--- config.mk ---
export PLATFORM = sky130hd
export DESIGN_NAME = scp_regs
export DESIGN_NICKNAME = d
export VERILOG_FILES = /design/src/scp_pkg.sv /design/src/scp_regs.sv
export SDC_FILE = /design/constraint.sdc
export NUM_CORES = 1
export LEC_CHECK = 0
export ABC_CLOCK_PERIOD_IN_PS = 2100
export BUFFER_PORTS_ARGS = -buffer_cell sky130_fd_sc_hd__buf_2
export CAP_MARGIN = 5
export CORE_UTILIZATION = 45
export DETAILED_ROUTE_END_ITERATION = 6
export PLACE_DENSITY = 0.65
export REMOVE_ABC_BUFFERS = 1
export SYNTH_ARGS = -nofsm -noshare
export SYNTH_HDL_FRONTEND = slang
export SYNTH_SLANG_ARGS = --single-unit
--- constraint.sdc ---
create_clock -name mclk_in -period 2.1 [get_ports mclk_in]
set_input_delay 0.63 -clock mclk_in [delete_from_list [all_inputs] [get_ports mclk_in]]
set_output_delay 0.63 -clock mclk_in [all_outputs]
set_load 0.1 [all_outputs]
--- src/scp_pkg.sv ---
// Package for the supply configuration and pulse output register group
package scp_pkg;
  // ==========================================================
  // Register offsets (7-bit frame addresses)
  localparam logic [6:0] ADDR_REG_CLK_LOCK = 7'h0F;
  localparam logic [6:0] ADDR_PIN_CFG = 7'h17;
  localparam logic [6:0] ADDR_DUTY = 7'h18;
  localparam logic [6:0] ADDR_RATE = 7'h1C;
  localparam logic [6:0] ADDR_PROT = 7'h1D;
  // ==========================================================
  // Power-on values
  localparam logic [7:0] POR_REG_CLK_LOCK = 8'h40;
  localparam logic [7:0] POR_PIN_CFG = 8'h00;
  localparam logic [7:0] POR_DUTY = 8'h00;
  localparam logic [7:0] POR_RATE = 8'h00;
  localparam logic [7:0] POR_PROT = 8'h01;
  // ==========================================================
  // Field positions and writable masks
  localparam int SW_FREQ_LSB = 5;
  localparam int PEAK_TH_BIT = 4;
  localparam int SPREAD_LSB = 2;
  localparam int LOCK1_BIT = 0;
  localparam logic [7:0] MASK_REG_CLK_LOCK = 8'hFD;
  localparam logic [7:0] MASK_PIN_CFG = 8'h07;
  localparam logic [7:0] MASK_RATE = 8'h03;
  localparam logic [7:0] MASK_PROT = 8'h07;
  // ==========================================================
  // Pin modes
  typedef enum logic [2:0] {
    PIN_FAIL0 = 3'h0,
    PIN_FAIL1 = 3'h1,
    PIN_FAIL2 = 3'h2,
    PIN_HS_TIMER = 3'h3,
    PIN_OFF = 3'h4,
    PIN_WAKE = 3'h5,
    PIN_LS_PWM = 3'h6,
    PIN_HS_PWM = 3'h7
  } scp_pin_mode_t;
  // ==========================================================
  // Timing at 10 MHz
  localparam int CLK_PERIOD_NS = 100;
  localparam int WAKE_FILTER_US = 16;
  localparam int WAKE_FILTER_CYC = (WAKE_FILTER_US * 1000 + CLK_PERIOD_NS - 1) / CLK_PERIOD_NS;
  localparam int PWM_HZ_0 = 100;
  localparam int PWM_HZ_1 = 200;
  localparam int PWM_HZ_2 = 325;
  localparam int PWM_HZ_3 = 400;
  localparam int PWM_STEPS = 255;
  // ==========================================================
  // Register access frame
  typedef struct packed {
    logic wr;
    logic rd;
    logic [6:0] addr;
    logic [7:0] wdata;
  } scp_req_t;
  // Decoded analog settings
  typedef struct packed {
    logic [2:0] switching_freq_sel;
    logic peak_threshold_sel;
    logic [1:0] spread_mod_rate;
    logic thermal_trip_sel;
    logic [1:0] supply_current_limit_adj;
  } scp_analog_t;
endpackage

--- src/scp_regs.sv ---
// Supply configuration, lock and pulse output register group
`timescale 1ns/1ps
`default_nettype none
module scp_regs (
  input wire logic mclk_in,
  input wire logic rst_n_in,
  input wire logic soft_reset_in,
  input wire logic restart_in,
  input wire logic cs_n_in,
  input wire scp_pkg::scp_req_t req_in,
  input wire logic lock0_in,
  input wire logic fail_safe_in,
  input wire logic pin_level_in,
  output logic [7:0] rdata_out,
  output scp_pkg::scp_analog_t analog_out,
  output logic [2:0] pin_mode_out,
  output logic fail_output_out,
  output logic timer_hs_out,
  output logic pwm_on_out,
  output logic wake_event_out,
  output logic wake_source_out
);
  import scp_pkg::*;

  // ==========================================================
  // Register state
  // Lock bits sit apart from the stored byte so activation can lag the write
  logic [7:0] clk_lock_q, clk_lock_d;
  logic [2:0] pin_q, pin_d;
  logic [7:0] duty_q, duty_d;
  logic [1:0] rate_q, rate_d;
  logic [2:0] prot_q, prot_d;
  logic lock1_arm_q, lock1_arm_d;
  logic lock1_act_q, lock1_act_d;
  logic cs_n_q;
  logic [7:0] rdata_d;

  // Restart value of the pin mode, keyed by the mode in force.
  // Wake and off are harmless through a restart; any switch or timer
  // mode drops back to fail output so no load is driven unattended.
  function automatic logic [2:0] pin_restart(input logic [2:0] m);
    case (m)
      PIN_WAKE, PIN_OFF: pin_restart = m;
      default: pin_restart = PIN_FAIL0;
    endcase
  endfunction

  // ==========================================================
  // Register write path and resets
  // Priority is soft reset, then restart, then a bus write; a write in
  // the same cycle as either reset is lost on purpose.
  // Reserved and locked bits are masked here so reads need no extra state.
  always_comb begin
    clk_lock_d = clk_lock_q;
    pin_d = pin_q;
    duty_d = duty_q;
    rate_d = rate_q;
    prot_d = prot_q;
    lock1_arm_d = lock1_arm_q;
    lock1_act_d = lock1_act_q;
    if (soft_reset_in) begin
      // Lock state kept through soft reset
      if (!lock1_act_q) begin
        clk_lock_d = POR_REG_CLK_LOCK | {7'h00, clk_lock_q[LOCK1_BIT]};
        prot_d = POR_PROT[2:0];
      end
      if (!lock0_in) begin
        pin_d = pin_restart(pin_q);
      end
      duty_d = POR_DUTY;
      rate_d = POR_RATE[1:0];
    end else if (restart_in) begin
      // Restart keeps configuration; pin mode follows its own restart
      pin_d = pin_restart(pin_q);
    end else if (req_in.wr) begin
      if (req_in.addr == ADDR_REG_CLK_LOCK) begin
        if (!lock1_act_q) begin
          clk_lock_d = req_in.wdata & MASK_REG_CLK_LOCK;
          lock1_arm_d = req_in.wdata[LOCK1_BIT];
        end
      end else if (req_in.addr == ADDR_PIN_CFG) begin
        if (!lock0_in) begin
          pin_d = req_in.wdata[2:0];
        end
      end else if (req_in.addr == ADDR_DUTY) begin
        duty_d = req_in.wdata;
      end else if (req_in.addr == ADDR_RATE) begin
        rate_d = req_in.wdata[1:0];
      end else if (req_in.addr == ADDR_PROT) begin
        if (!lock1_act_q) begin
          prot_d = req_in.wdata[2:0];
        end
      end
    end
    // Lock armed by the write becomes active on chip select rising.
    // Arming apart from activation lets the same frame still finish
    // its remaining writes before the lockable bits freeze.
    if (lock1_arm_q && cs_n_in && !cs_n_q) begin
      lock1_act_d = 1'b1;
    end
  end

  // ==========================================================
  // Read mux, reserved bits zero
  // Data is registered, so it stands one cycle after the read strobe
  // and returns to zero otherwise, keeping the bus quiet between reads.
  always_comb begin
    rdata_d = 8'h00;
    if (req_in.rd) begin
      if (req_in.addr == ADDR_REG_CLK_LOCK) begin
        rdata_d = clk_lock_q & MASK_REG_CLK_LOCK;
      end else if (req_in.addr == ADDR_PIN_CFG) begin
        rdata_d = {5'h00, pin_q};
      end else if (req_in.addr == ADDR_DUTY) begin
        rdata_d = duty_q;
      end else if (req_in.addr == ADDR_RATE) begin
        rdata_d = {6'h00, rate_q};
      end else if (req_in.addr == ADDR_PROT) begin
        rdata_d = {5'h00, prot_q};
      end else begin
        rdata_d = 8'h00;
      end
    end
  end

  // ==========================================================
  // Power-on reset is the only path that clears the lock
  // Soft reset and restart act through the next-state logic instead,
  // so soft reset can honour the locks that power-on reset must override.
  always_ff @(posedge mclk_in or negedge rst_n_in) begin
    if (!rst_n_in) begin
      clk_lock_q <= POR_REG_CLK_LOCK;
      pin_q <= POR_PIN_CFG[2:0];
      duty_q <= POR_DUTY;
      rate_q <= POR_RATE[1:0];
      prot_q <= POR_PROT[2:0];
      lock1_arm_q <= 1'b0;
      lock1_act_q <= 1'b0;
      cs_n_q <= 1'b1;
      rdata_out <= 8'h00;
    end else begin
      clk_lock_q <= clk_lock_d;
      pin_q <= pin_d;
      duty_q <= duty_d;
      rate_q <= rate_d;
      prot_q <= prot_d;
      lock1_arm_q <= lock1_arm_d;
      lock1_act_q <= lock1_act_d;
      cs_n_q <= cs_n_in;
      rdata_out <= rdata_d;
    end
  end

  // ==========================================================
  // PWM engine: period length chosen per rate code
  // Slot lengths are whole clocks, so the real rate sits slightly above
  // the nominal one; the truncation error stays below one percent.
  // A rate change waits for the period end, like the duty.
  localparam int CLK_HZ = 1000000000 / CLK_PERIOD_NS;
  localparam logic [16:0] STEP_0 = 17'((CLK_HZ / PWM_HZ_0) / PWM_STEPS);
  localparam logic [16:0] STEP_1 = 17'((CLK_HZ / PWM_HZ_1) / PWM_STEPS);
  localparam logic [16:0] STEP_2 = 17'((CLK_HZ / PWM_HZ_2) / PWM_STEPS);
  localparam logic [16:0] STEP_3 = 17'((CLK_HZ / PWM_HZ_3) / PWM_STEPS);

  // Clocks per slot for each rate code
  function automatic logic [16:0] step_len(input logic [1:0] r);
    case (r)
      2'h0: step_len = STEP_0;
      2'h1: step_len = STEP_1;
      2'h2: step_len = STEP_2;
      default: step_len = STEP_3;
    endcase
  endfunction

  // True in either switch mode driven by the pulse engine;
  // used both to park the engine and to gate its output
  function automatic logic is_pwm(input logic [2:0] m);
    is_pwm = (m == PIN_LS_PWM) || (m == PIN_HS_PWM);
  endfunction

  // Prescaler, slot counter and the settings in force for this period
  logic [16:0] pre_q, pre_d;
  logic [7:0] slot_q, slot_d;
  logic [7:0] act_duty_q, act_duty_d;
  logic [1:0] act_rate_q, act_rate_d;
  logic pwm_on_d;

  // Settings latched at period boundary or while parked, avoiding runt pulses
  always_comb begin
    pre_d = pre_q + 17'h00001;
    slot_d = slot_q;
    act_duty_d = act_duty_q;
    act_rate_d = act_rate_q;
    if (!is_pwm(pin_q)) begin
      // Parked at period start while unused and tracking the registers,
      // so the first period after the mode switch already runs the new duty
      pre_d = 17'h00000;
      slot_d = 8'h00;
      act_duty_d = duty_q;
      act_rate_d = rate_q;
    end else if (pre_q >= step_len(act_rate_q) - 17'h00001) begin
      pre_d = 17'h00000;
      if (slot_q >= 8'(PWM_STEPS - 1)) begin
        slot_d = 8'h00;
        act_duty_d = duty_q;
        act_rate_d = rate_q;
      end else begin
        slot_d = slot_q + 8'h01;
      end
    end
    // Duty 0 never beats slot 0; duty 255 covers all 255 slots
    pwm_on_d = is_pwm(pin_q) && (slot_q < act_duty_q);
  end

  // Pulse engine registers
  always_ff @(posedge mclk_in or negedge rst_n_in) begin
    if (!rst_n_in) begin
      pre_q <= 17'h00000;
      slot_q <= 8'h00;
      act_duty_q <= 8'h00;
      act_rate_q <= 2'h0;
      pwm_on_out <= 1'b0;
    end else begin
      pre_q <= pre_d;
      slot_q <= slot_d;
      act_duty_q <= act_duty_d;
      act_rate_q <= act_rate_d;
      pwm_on_out <= pwm_on_d;
    end
  end

  // ==========================================================
  // Wake filter and pin function decode
  // The filter restarts on any bounce, so a level must stand the full
  // window unbroken; outside wake mode it stays cleared and silent.
  // Filter count and the last accepted level
  logic [7:0] wf_cnt_q, wf_cnt_d;
  logic wf_lvl_q, wf_lvl_d;
  logic wake_d;

  // Count cycles of a differing level before accepting it
  always_comb begin
    wf_cnt_d = wf_cnt_q;
    wf_lvl_d = wf_lvl_q;
    wake_d = 1'b0;
    if (pin_q != PIN_WAKE || pin_level_in == wf_lvl_q) begin
      wf_cnt_d = 8'h00;
    end else if (wf_cnt_q >= 8'(WAKE_FILTER_CYC - 1)) begin
      wf_cnt_d = 8'h00;
      wf_lvl_d = pin_level_in;
      wake_d = 1'b1;
    end else begin
      wf_cnt_d = wf_cnt_q + 8'h01;
    end
  end

  // Filter state and registered pin outputs
  always_ff @(posedge mclk_in or negedge rst_n_in) begin
    if (!rst_n_in) begin
      wf_cnt_q <= 8'h00;
      wf_lvl_q <= 1'b0;
      wake_event_out <= 1'b0;
      wake_source_out <= 1'b0;
      pin_mode_out <= 3'h0;
      fail_output_out <= 1'b1; // Power-on pin mode is fail output
      timer_hs_out <= 1'b0;
      analog_out <= '0;
    end else begin
      wf_cnt_q <= wf_cnt_d;
      wf_lvl_q <= wf_lvl_d;
      wake_event_out <= wake_d;
      wake_source_out <= fail_safe_in && (pin_q == PIN_WAKE);
      pin_mode_out <= pin_q;
      fail_output_out <= (pin_q <= PIN_FAIL2);
      timer_hs_out <= (pin_q == PIN_HS_TIMER);
      analog_out <= {clk_lock_q[7:5], clk_lock_q[PEAK_TH_BIT], clk_lock_q[3:2],
                     prot_q};
    end
  end
endmodule
`default_nettype wire

==> impl_results.md, run 1 <==
* Core area at 0.00924 sq mm
* Vias in the first global route at 3186
* Final Setup Violations at 26
* Slew headroom at 65.1%
* Routed wire length per instance at 14.7 um
* Die Span X at 99.6 um
* Drt first pass iters at 4
* Worst setup SP type: register
* HP Class: input port to async pin
* Via count at between 3000 and 4000
* Clk Latency, worst-skew pair at 0.37 ns
* Port bufs at 49
* H-Tree Depth at 3
* RSZ-0062 raised after global routing: yes
* Share of post-route cells with drive strength above 1 at 32.5%
* Largest net degree at the start of global routing at 42
* Final WS setup at -0.0806 ns
* Clock buffer depth at 2
* Fin cells at 606
* Synth unique cells at 58
* Largest stage delay, worst path at 0.42 ns
* TritonCTS buffer count at 9
* Area grow syn2layout at 25.8%
* Reg2Reg Depth at 8
* GRT Util Overall at 19.4%
* Register area share after synthesis at 55.6%
* Max Slew Vio Count at 0
* R2R setup slack at -0.08 ns
* Drt drc at 0
* Hold Vio Cnt, Final at 0
* Total power at 0.00389 W
* Die area at 0.00992 sq mm
* Global-route wire length before repair at between 10 and 15 mm
* Power Density at 722 mW/mm^2
* ANT nets after route at 0
* Placed Area at 0.00490 sq mm
* Crit Path Class: register to register
* Critical Path AT at 2.43 ns
* Syn avg cell area at 11.3 sq um
* Placed Cells at just under 600
* Slew @ Worst Pin at 0.524 ns
* Hold buffers post-CTS at 0
* DP HPWL at about 6.3 mm
* Ports at 50
* Data required, critical path at 2.35 ns
* WHS at between 0.2 and 0.25 ns
* Layout Nets at 516
* Post-synth top flop: dfrtp_1
* FFs w/ async S/R, synth at 100%
* Failing checks: negative setup slack
* Minimum clock period at 2.18 ns
* GPL Wtd Cong at 0.821
* Post-synth EDFFs at 0
* Count of mapped cells out of synthesis at 378
* P_leak at around 2.6 nW
* Outcome: complete, but fails checks
* Clock sinks at 95
* Starting Density at 46.4%
* GR Overflow Total at 0
* CTS tree: built
* Max-cap viol count at 0
* Initial antenna violation count at 0
* Synthesis warning total at 0
* # diodes at 0
* Avg Vias per Cell at between 5 and 6
* Mapped cell area at 0.00429 sq mm
* CP max FO at 5
* DIE HEIGHT at 99.6 um
* Critical Path End Type: register
* Routed WL at 8.93 mm
* Worst ir drop on vdd at 0.000409 V
* Critical Path Slowest Stage Cell: dfrtp_1
* Yosys reg bits at 95
* Num rows at 35
* Cell area after layout at around 0.0054 sq mm
* Final Cycle Share at 104%
* Clk slew on worst S/H paths at around 0.1 ns
* Worst Clk Skew at 0.00954 ns
* Fmax at 459 MHz
* Critical path cell sequence: buf_4, and2_4, ha_4, a211oi_2, o21ai_2, a211o_4, nand2_8, mux2_4
* Root Buffer: clkbuf_8
* Iter 0 DRT Violations at 126
timing repair:
| item | in CTS | in global routing |
|---|---|---|
| hold endpoints to repair | 0 | 0 |
| pin swaps | 8 | 6 |
| endpoints found under the setup margin | 17 | 28 |
| gates resized for setup | 22 | 21 |
| gates cloned | 1 | 1 |
| buffers inserted | 3 | 2 |
synth_stat cells (all sizes together) (5+ instances only):
library cell | number | area share, %
nand2b | 12 | 1.8
xnor2 | 5 | 1.0
a22oi | 6 | 1.1
nor2 | 51 | 4.7
inv | 20 | 1.8
nand2 | 21 | 1.9
o21ai | 16 | 1.9
xor2 | 8 | 1.6
dfrtp | 91 | 53
and3 | 5 | 0.73
nor2b | 5 | 0.73
nor3 | 9 | 1.3
mux2 | 21 | 5.7
nand3 | 12 | 1.7
ha | 19 | 5.5
mux2i | 7 | 1.6
a21oi | 9 | 1.1
o31ai | 5 | 0.99
layout by cell type, fill, tap and decap left out, types with 3 or more instances in the layout:
master | netlist | routed
o21ai_0 | 11 | 8
nor2_1 | 49 | 44
nand2b_1 | 12 | 10
a21oi_1 | 9 | 9
a22oi_1 | 6 | 6
nor2_2 | 1 | 6
nand2_1 | 20 | 20
a211oi_2 | 0 | 3
buf_4 | 1 | 31
a31oi_1 | 3 | 3
o31ai_1 | 4 | 4
xnor2_1 | 5 | 5
dfstp_2 | 4 | 4
nand3_1 | 11 | 11
dfrtp_1 | 91 | 91
mux2_2 | 19 | 9
and2_1 | 4 | 3
ha_4 | 0 | 3
buf_2 | 2 | 48
inv_1 | 20 | 19
nor2b_1 | 5 | 5
nor3_1 | 8 | 8
and3_1 | 5 | 5
conb_1 | 2 | 8
o21ai_1 | 5 | 7
mux2i_1 | 7 | 7
nand4_1 | 3 | 3
mux2_4 | 2 | 12
xor2_1 | 8 | 8
clkbuf_8 | 0 | 9
ha_1 | 19 | 16
sequential cells by signal, summed over array words and instances (netlist names):
name	count
fail_output_out	1
pwm_on_out	1
lock1_act_q	1
act_rate_q	2
pre_q	17
rdata_out	8
slot_q	8
cs_n_q	1
lock1_arm_q	1
pin_mode_out	3
act_duty_q	8
timer_hs_out	1
wake_event_out	1
duty_q	8
wake_source_out	1
clk_lock_q	7
analog_out	9
pin_q	3
rate_q	2
wf_cnt_q	8
prot_q	3
wf_lvl_q	1
layout make-up:
class                      count  area, sq um
multi-input combinational    262         2020
sequential                    95         2380
tap                          129          161
inverter                      20         75.1
fill                         759         3850
clock inverter                 7         80.1
clock buffer                   9          124
timing repair buffer          84          556
metrics by stage:
stage | util, % | setup TNS [ns] | setup slack (ns)
2_1_floorplan | - | -2.25 | -0.225
3_3_place_gp | 53.1 | -1.47 | -0.128
3_5_place_dp | 53.1 | -2.58 | -0.193
4_1_cts | 56.9 | 0 | 0.0108
5_1_grt | 58.4 | -2.70 | -0.132
6_report | 58.4 | -1.14 | -0.0806
worst paths after layout:
check                                    from               to
worst max-delay path            act_rate_q[1]    act_rate_q[0]
worst min-delay path                 rst_n_in  pin_mode_out[2]
worst max register to register  act_rate_q[1]    act_rate_q[0]
worst min register to register      prot_q[0]    analog_out[0]
max in group asynchronous            rst_n_in         pre_q[1]
min in group mclk_in                  cs_n_in           cs_n_q
worst max-delay path: cells and delay by family (launching register included):
family | cells | cell delay, ns
AOI/OAI and AO/OA | 3 | 0.74
DFF | 1 | 0.42
muxes | 1 | 0.30
and+or+nand+nor | 2 | 0.27
adders and majority gates | 1 | 0.20
buffers and inverters | 1 | 0.15
routing by layer:
metal | wire (um) | global-route usage (%) | vias to the layer above
met5 | 0 | 0 | -
met4 | 168 | 8.60 | 0
met3 | 246 | 2.81 | 14
met2 | 4400 | 31.8 | 59
met1 | 4110 | 25.9 | 1528
li1 | - | - | 1511
power breakdown:
| part | switching [W] | leakage (nW) | total, W | internal [W] |
|---|---|---|---|---|
| clock network | 0.000685 | 0.102 | 0.00125 | 0.000565 |
| registers | 0.0000638 | 1.25 | 0.00200 | 0.00194 |
| logic | 0.000459 | 1.27 | 0.000643 | 0.000184 |
| total | 0.00121 | 2.62 | 0.00389 | 0.00269 |
cell families (layout without fill, tap and decap cells):
kind of cell / count (synthesis) / count (layout) / synth area share [%]
adders and majority gates: 19 / 19 / 5.55
xor gates and xnor gates: 13 / 13 / 2.66
AOI/OAI and AO/OA: 62 / 62 / 9.98
other: 2 / 8 / 0.175
muxes: 28 / 28 / 7.33
and+or+nand+nor: 131 / 132 / 16.0
buffers and inverters: 28 / 120 / 2.77
DFF: 95 / 95 / 55.6
No activity file was read; power rests on OpenSTA's default activity.
==> inputs of run 2 (changes only) <==
Settings changed: CAP_MARGIN 5 to 20, CORE_UTILIZATION 45 to 40, PLACE_DENSITY 0.65 to 0.58, REMOVE_ABC_BUFFERS 1 to not set.
==> run 2 against run 1 <==
The run still ends with negative setup slack left; sequential power is essentially flat; die area grew 12%; non-clock buffer count shrank 4; sequential share of layout area grew 1.1 points; first-iteration DRC count shrank 3.2%; worst hold slack lost 0.084 ns.
==> impl_results.md, run 2 (synthesized netlist as in run 1, its figures left out) <==
* Clk Latency, worst-skew pair at 0.36 ns (about the same)
* TritonCTS buffer count at 9 (unchanged)
* DP HPWL at 6.29 mm (-0.10%)
* Max reg flops at 17 (unchanged)
* Most frequent cells in the layout: dfrtp_1 (91), nor2_1 (48), buf_2 (48), buf_4 (29), nand2_1 (20)
* Slew @ Worst Pin at 0.572 ns (+0.0481 ns)
* Drt first pass iters at 4 (unchanged)
* Setup TNS at -0.651 ns (+0.487 ns)
* ANT nets after route at 0 (unchanged)
* Largest stage delay, worst path at 0.42 ns (about the same)
* Global-route wire length before repair at 14.7 mm (-2.2%)
* Clock buffer depth at 2 (unchanged)
* Clock sinks at 95 (unchanged)
* CTS tree: built
* Ports at 50 (unchanged)
* Fillcell total at 960 (+26%)
* Starting Density at 41.3% (-5.1 points)
* Layout Nets at 512 (-0.78%)
* Critical Path End Type: register
* Die Span X at 106 um (+5.9%)
* Iter 0 DRT Violations at 122 (-3.2%)
* Minimum clock period at 2.17 ns (-0.00700 ns)
* End of the worst register-to-register path: act_duty_q[7]
* P_leak at 2.54 nW (-3.2%)
* RSZ-0062 raised after global routing: yes
* Slew headroom at 61.9% (-3.2 points)
* Largest regs: pre_q x17, analog_out x9
* Area grow syn2layout at 22.9%
* Clk slew on worst S/H paths at 0.10 ns (about the same)
* Max Slew Vio Count at 0 (unchanged)
* # diodes at 0 (unchanged)
* Outcome: complete, but fails checks
* GPL Wtd Cong at 0.859 (+4.7%)
* Final Cycle Share at 104% (-0.33 points)
* Initial antenna violation count at 0 (unchanged)
* Worst ir drop on vdd at 0.000607 V (+48%)
* Final WS setup at -0.0736 ns (+0.00700 ns)
* Reg2Reg Depth at 8 (unchanged)
* Commonest non-fill, non-tap cell in the layout: dfrtp_1
* Power Density at 708 mW/mm^2 (-2.0%)
* Final core utilization at 50.8% (-7.6 points)
* Avg Vias per Cell at 4.98 (-3.1%)
* Pre-CTS WS at -0.0641 ns (+0.128 ns)
* Root Buffer: clkbuf_8
* Largest register by flop count: pre_q
* Max-cap viol count at 0 (unchanged)
* Crit Path Class: register to register
* Fmax at 460 MHz (+0.32%)
* HP Class: input port to async pin
* Data required, critical path at 2.34 ns (about the same)
* Placed Area at 0.00492 sq mm (+0.38%)
* H-Tree Depth at 3 (unchanged)
* Final Setup Violations at 12 (-54%)
* Drt drc at 0 (unchanged)
* Cell area after layout at 0.00527 sq mm (-2.3%)
* Worst R2R Start: act_rate_q[0]
* Routed wire length per instance at 14.5 um (-1.9%)
* Num rows at 37 (+5.7%)
* Routed WL at 8.81 mm (-1.4%)
* Critical Path AT at 2.42 ns (about the same)
* Vias in the first global route at 3027 (-5.0%)
* DIE HEIGHT at 106 um (+5.9%)
* Port bufs at 49 (unchanged)
* Hold Vio Cnt, Final at 0 (unchanged)
* CP max FO at 5 (unchanged)
* Critical path cell sequence: nor2_2, inv_2, ha_4, a211oi_2, nand4_1, a211o_4, nand2_8, mux2_4
* Via count at 3031 (-2.6%)
* Share of post-route cells with drive strength above 1 at 30.7% (-1.8 points)
* Core area at 0.0104 sq mm (+12%)
* Critical Path Slowest Stage Cell: dfrtp_1
* Die area at 0.0111 sq mm (+12%)
* CP Launch Point: act_rate_q[0]
* GR Overflow Total at 0 (unchanged)
* Largest net degree at the start of global routing at 58 (+38%)
* R2R setup slack at -0.07 ns (about the same)
* Failing checks: negative setup slack
* Total power at 0.00373 W (-4.3%)
* Worst Clk Skew at 0.0124 ns (+0.00289 ns)
* GRT Util Overall at 16.9% (-2.6 points)
* CP endpoint: act_duty_q[7]
* Worst setup SP type: register
-- run 2: changes by cell type in the layout (fill, tap and decap cells not counted), sizes merged --
cell,before,now
clkbuf,10,11
clkinvlp,1,3
clkinv,3,0
buf,83,80
bufinv,1,0
-- run 2: routing by layer --
layer | global-route usage [%] | vias up | wire [um] | part of all wire [%]
met5 | 0 | - | 0 | 0
met4 | 5.06 | 0 | 91 | 1.0
met3 | 3.59 | 9 | 264 | 3.0
met2 | 27.3 | 50 | 4230 | 48
met1 | 22.9 | 1473 | 4220 | 48
li1 | - | 1499 | - | -
-- run 2: layout make-up --
cell class	count	area (sq um)	area share (%)
Sequential cell	95	2380	45.2
Multi-Input combinational cell	262	1970	37.4
Timing Repair Buffer	80	500	9.50
Tap cell	136	170	3.23
Clock buffer	11	131	2.49
Inverter	20	75.1	1.43
Clock inverter	5	40.0	0.760
-- run 2: how the worst min path moves through the flow --
stage                     to  slack [ns]     startpoint  depth (start not counted)
3_3_place_gp   analog_out[6]        0.39  clk_lock_q[5]                          0
5_1_grt             pre_q[3]        0.15       rst_n_in                          1
3_5_place_dp   analog_out[4]        0.40  clk_lock_q[3]                          0
6_report       analog_out[1]        0.15       rst_n_in                          1
4_1_cts             pre_q[3]        0.14       rst_n_in                          1
2_1_floorplan  act_duty_q[0]        0.33       rst_n_in                          0
-- run 2: worst max-delay path: cells and delay by family, from the launching register on --
family	cells	cell delay [ns]
muxes	1	0.30
adders and majority gates	1	0.21
buffers and inverters	1	0.06
DFF	1	0.42
AOI/OAI and AO/OA	2	0.63
and+or+nand+nor	3	0.46
-- run 2: power by group --
part / internal, W / switching [W] / leakage, nW
Clock: 0.000440 / 0.000644 / 0.0766
Sequential: 0.00194 / 0.0000638 / 1.25
Combinational: 0.000181 / 0.000461 / 1.21
-- run 2: per-stage QoR --
stage               instances  hold WS (ns)
CTS                       609         0.142
global placement          590         0.391
detailed placement        590         0.395
global route              609         0.151
finish                    609         0.146
floorplan                 384         0.334
-- run 2: timing repair --
action / 4_1_cts / 5_1_grt
endpoints found under the setup margin: 13 / 19
pin swaps: 5 / 10
resized for setup: 11 / 25
cloned: 1 / 0
setup buffers: 2 / 1
hold buffers: 0 / 0
==> inputs of run 3 (changes only) <==
Settings changed: SKIP_LAST_GASP set to 1.
==> run 3 against run 2 <==
The run still ends with negative setup slack left; register-to-register slack is essentially flat; non-clock buffer count is the same; core utilization is the same; highest routed layer unchanged; clock-buffer cell count is the same; first-iteration DRC count grew 0.82%; sequential power is essentially flat; die area is the same; worst hold slack lost 0.0029 ns; combinational power is essentially flat; clock skew is essentially flat; flip-flop and latch count is the same; setup slack gained 0.0072 ns; critical path type unchanged.
==> impl_results.md, run 3 (synthesized netlist as in run 1, its figures left out) <==
* Starting Density at 41.3% (unchanged)
* Critical Path End Type: register
* HP Class: input port to async pin
* R2R setup slack at -0.07 ns (about the same)
* Placed Cells at 590 (unchanged)
* Minimum clock period at 2.17 ns (-0.00718 ns)
* Max-cap viol count at 0 (unchanged)
* Global-route wire length before repair at 14.6 mm (-0.28%)
* Crit Path Class: register to register
* GR Overflow Total at 0 (unchanged)
* RSZ-0062 raised after global routing: yes
* Clk slew on worst S/H paths at 0.10 ns (about the same)
* Setup TNS at -0.617 ns (+0.0342 ns)
* Worst R2R Start: act_rate_q[0]
* Largest stage delay, worst path at 0.42 ns (about the same)
* DP HPWL at 6.29 mm (unchanged)
* Via count at 3036 (+0.16%)
* Routed wire length per instance at 14.4 um (-0.44%)
* Final Setup Violations at 12 (unchanged)
* Flop pwr share at 53.7% (about the same)
* Net Sw Frac at 31.4% (about the same)
* GPL Wtd Cong at 0.859 (unchanged)
* Clock buffer depth at 2 (unchanged)
* Initial antenna violation count at 0 (unchanged)
* Slew headroom at 61.8% (about the same)
* Die area at 0.0111 sq mm (unchanged)
* Final Cycle Share at 103% (-0.34 points)
* CP Launch Point: act_rate_q[0]
* TritonCTS buffer count at 9 (unchanged)
* Critical Path Slowest Stage Cell: dfrtp_1
* CP max FO at 5 (unchanged)
* Vias in the first global route at 3020 (-0.23%)
* P_leak at 2.54 nW (unchanged)
* Data required, critical path at 2.34 ns (about the same)
* Most frequent cells in the layout: dfrtp_1 (91), nor2_1 (48), buf_2 (48), buf_4 (29), nand2_1 (20)
* Root Buffer: clkbuf_8
* Placed Area at 0.00492 sq mm (unchanged)
* Worst ir drop on vdd at 0.000606 V (-0.11%)
* Fmax at 462 MHz (+0.33%)
* Iter 0 DRT Violations at 123 (+0.82%)
* Drt first pass iters at 4 (unchanged)
* H-Tree Depth at 3 (unchanged)
* Power Density at 707 mW/mm^2 (about the same)
* CTS tree: built
* Max reg flops at 17 (unchanged)
* Critical Path AT at 2.41 ns (about the same)
* Failing checks: negative setup slack
* Combinational share of power at 17.2% (about the same)
* Sw Pwr at 0.00117 W (about the same)
* Final WS setup at -0.0664 ns (+0.00718 ns)
* Max Slew Vio Count at 0 (unchanged)
* Fillcell total at 961 (+0.10%)
* Internal power at 0.00256 W (about the same)
* Routed WL at 8.77 mm (-0.44%)
* Slew @ Worst Pin at 0.572 ns (+0.000135 ns)
* Area grow syn2layout at 22.9% (unchanged)
* Num rows at 37 (unchanged)
* Share of post-route cells with drive strength above 1 at 30.7% (unchanged)
* DIE HEIGHT at 106 um (unchanged)
* Final core utilization at 50.8% (unchanged)
* Clock share of power at 29.1% (about the same)
* Critical path cell sequence: nor2_2, inv_2, ha_4, a211oi_2, nand4_1, a211o_4, nand2_8, mux2_4
* Die Span X at 106 um (unchanged)
* Commonest non-fill, non-tap cell in the layout: dfrtp_1
* Ports at 50 (unchanged)
* Outcome: complete, but fails checks
* Clock sinks at 95 (unchanged)
* Largest register by flop count: pre_q
* Cell area after layout at 0.00527 sq mm (unchanged)
* Layout Nets at 512 (unchanged)
* ANT nets after route at 0 (unchanged)
* Clk Latency, worst-skew pair at 0.36 ns (about the same)
* Worst Clk Skew at 0.0126 ns (+0.000151 ns)
* # diodes at 0 (unchanged)
* Port bufs at 49 (unchanged)
* Core area at 0.0104 sq mm (unchanged)
* Worst setup SP type: register
* Largest regs: pre_q x17, analog_out x9
* Fin cells at 609 (unchanged)
* Pre-CTS WS at -0.0641 ns (unchanged)
* GRT Util Overall at 16.8% (-0.040 points)
* Largest net degree at the start of global routing at 58 (unchanged)
* Reg2Reg Depth at 8 (unchanged)
* End of the worst register-to-register path: act_duty_q[3]
* Avg Vias per Cell at 4.99 (+0.16%)
* Hold Vio Cnt, Final at 0 (unchanged)
* Drt drc at 0 (unchanged)
run 3: cell counts in the layout (fill, tap and decap cells not counted):
No cell type changed its count.
run 3: worst max-delay path by stage:
| stage | slack, ns | end |
|---|---|---|
| floorplan | 0.01 | act_duty_q[0] |
| global placement | -0.03 | act_duty_q[5] |
| detailed placement | -0.06 | act_duty_q[2] |
| CTS | -0.06 | act_duty_q[3] |
| global route | -0.20 | act_duty_q[7] |
| finish | -0.07 | act_duty_q[3] |
run 3: layer usage:
metal	routed length [um]	vias up	track usage, %
met5	0	-	0
met4	95	0	5.06
met3	288	9	3.59
met2	4190	56	27.3
met1	4190	1472	22.8
li1	-	1499	-
run 3: final cells by class:
type                            count  area, sq um  area share [%]
Tap cell                          136          170            3.23
Timing Repair Buffer               80          500            9.50
Clock buffer                       11          131            2.49
Inverter                           20         75.1            1.43
Sequential cell                    95         2380            45.2
Multi-Input combinational cell    262         1970            37.4
Clock inverter                      5         40.0           0.760
run 3: power by group through the flow:
stage / Clock (W) / Combinational [W] / Sequential, W
final: 0.00108 / 0.000642 / 0.00200
after global routing: 0.00120 / 0.000686 / 0.00202
after CTS: 0.00113 / 0.000637 / 0.00200
after detailed placement: 0 / 0.000631 / 0.00204
after global placement: 0 / 0.000623 / 0.00204
after floorplan: 0 / 0.000180 / 0.00228
run 3: critical path: cells and delay by family, from the launching register on:
| kind | cells | cell delay (ns) |
|---|---|---|
| simple gates | 3 | 0.45 |
| fa+ha+maj | 1 | 0.21 |
| buf+inv | 1 | 0.06 |
| mux | 1 | 0.30 |
| compound gates | 2 | 0.63 |
| flops | 1 | 0.42 |
run 3: timing repair:
| item | 4_1_cts | 5_1_grt |
|---|---|---|
| hold buffers | 0 | 0 |
| endpoints found under the setup margin | 13 | 19 |
| buffers inserted | 2 | 1 |
| gates cloned | 1 | 0 |
| pin swaps | 5 | 10 |
| gates resized for setup | 9 | 27 |
| hold endpoints to repair | 0 | 0 |
run 3: stage by stage:
stage,power (W),hold WS [ns]
after floorplan,0.00246,0.334
after global placement,0.00266,0.391
after detailed placement,0.00267,0.395
after CTS,0.00377,0.142
after global routing,0.00390,0.151
final,0.00373,0.143
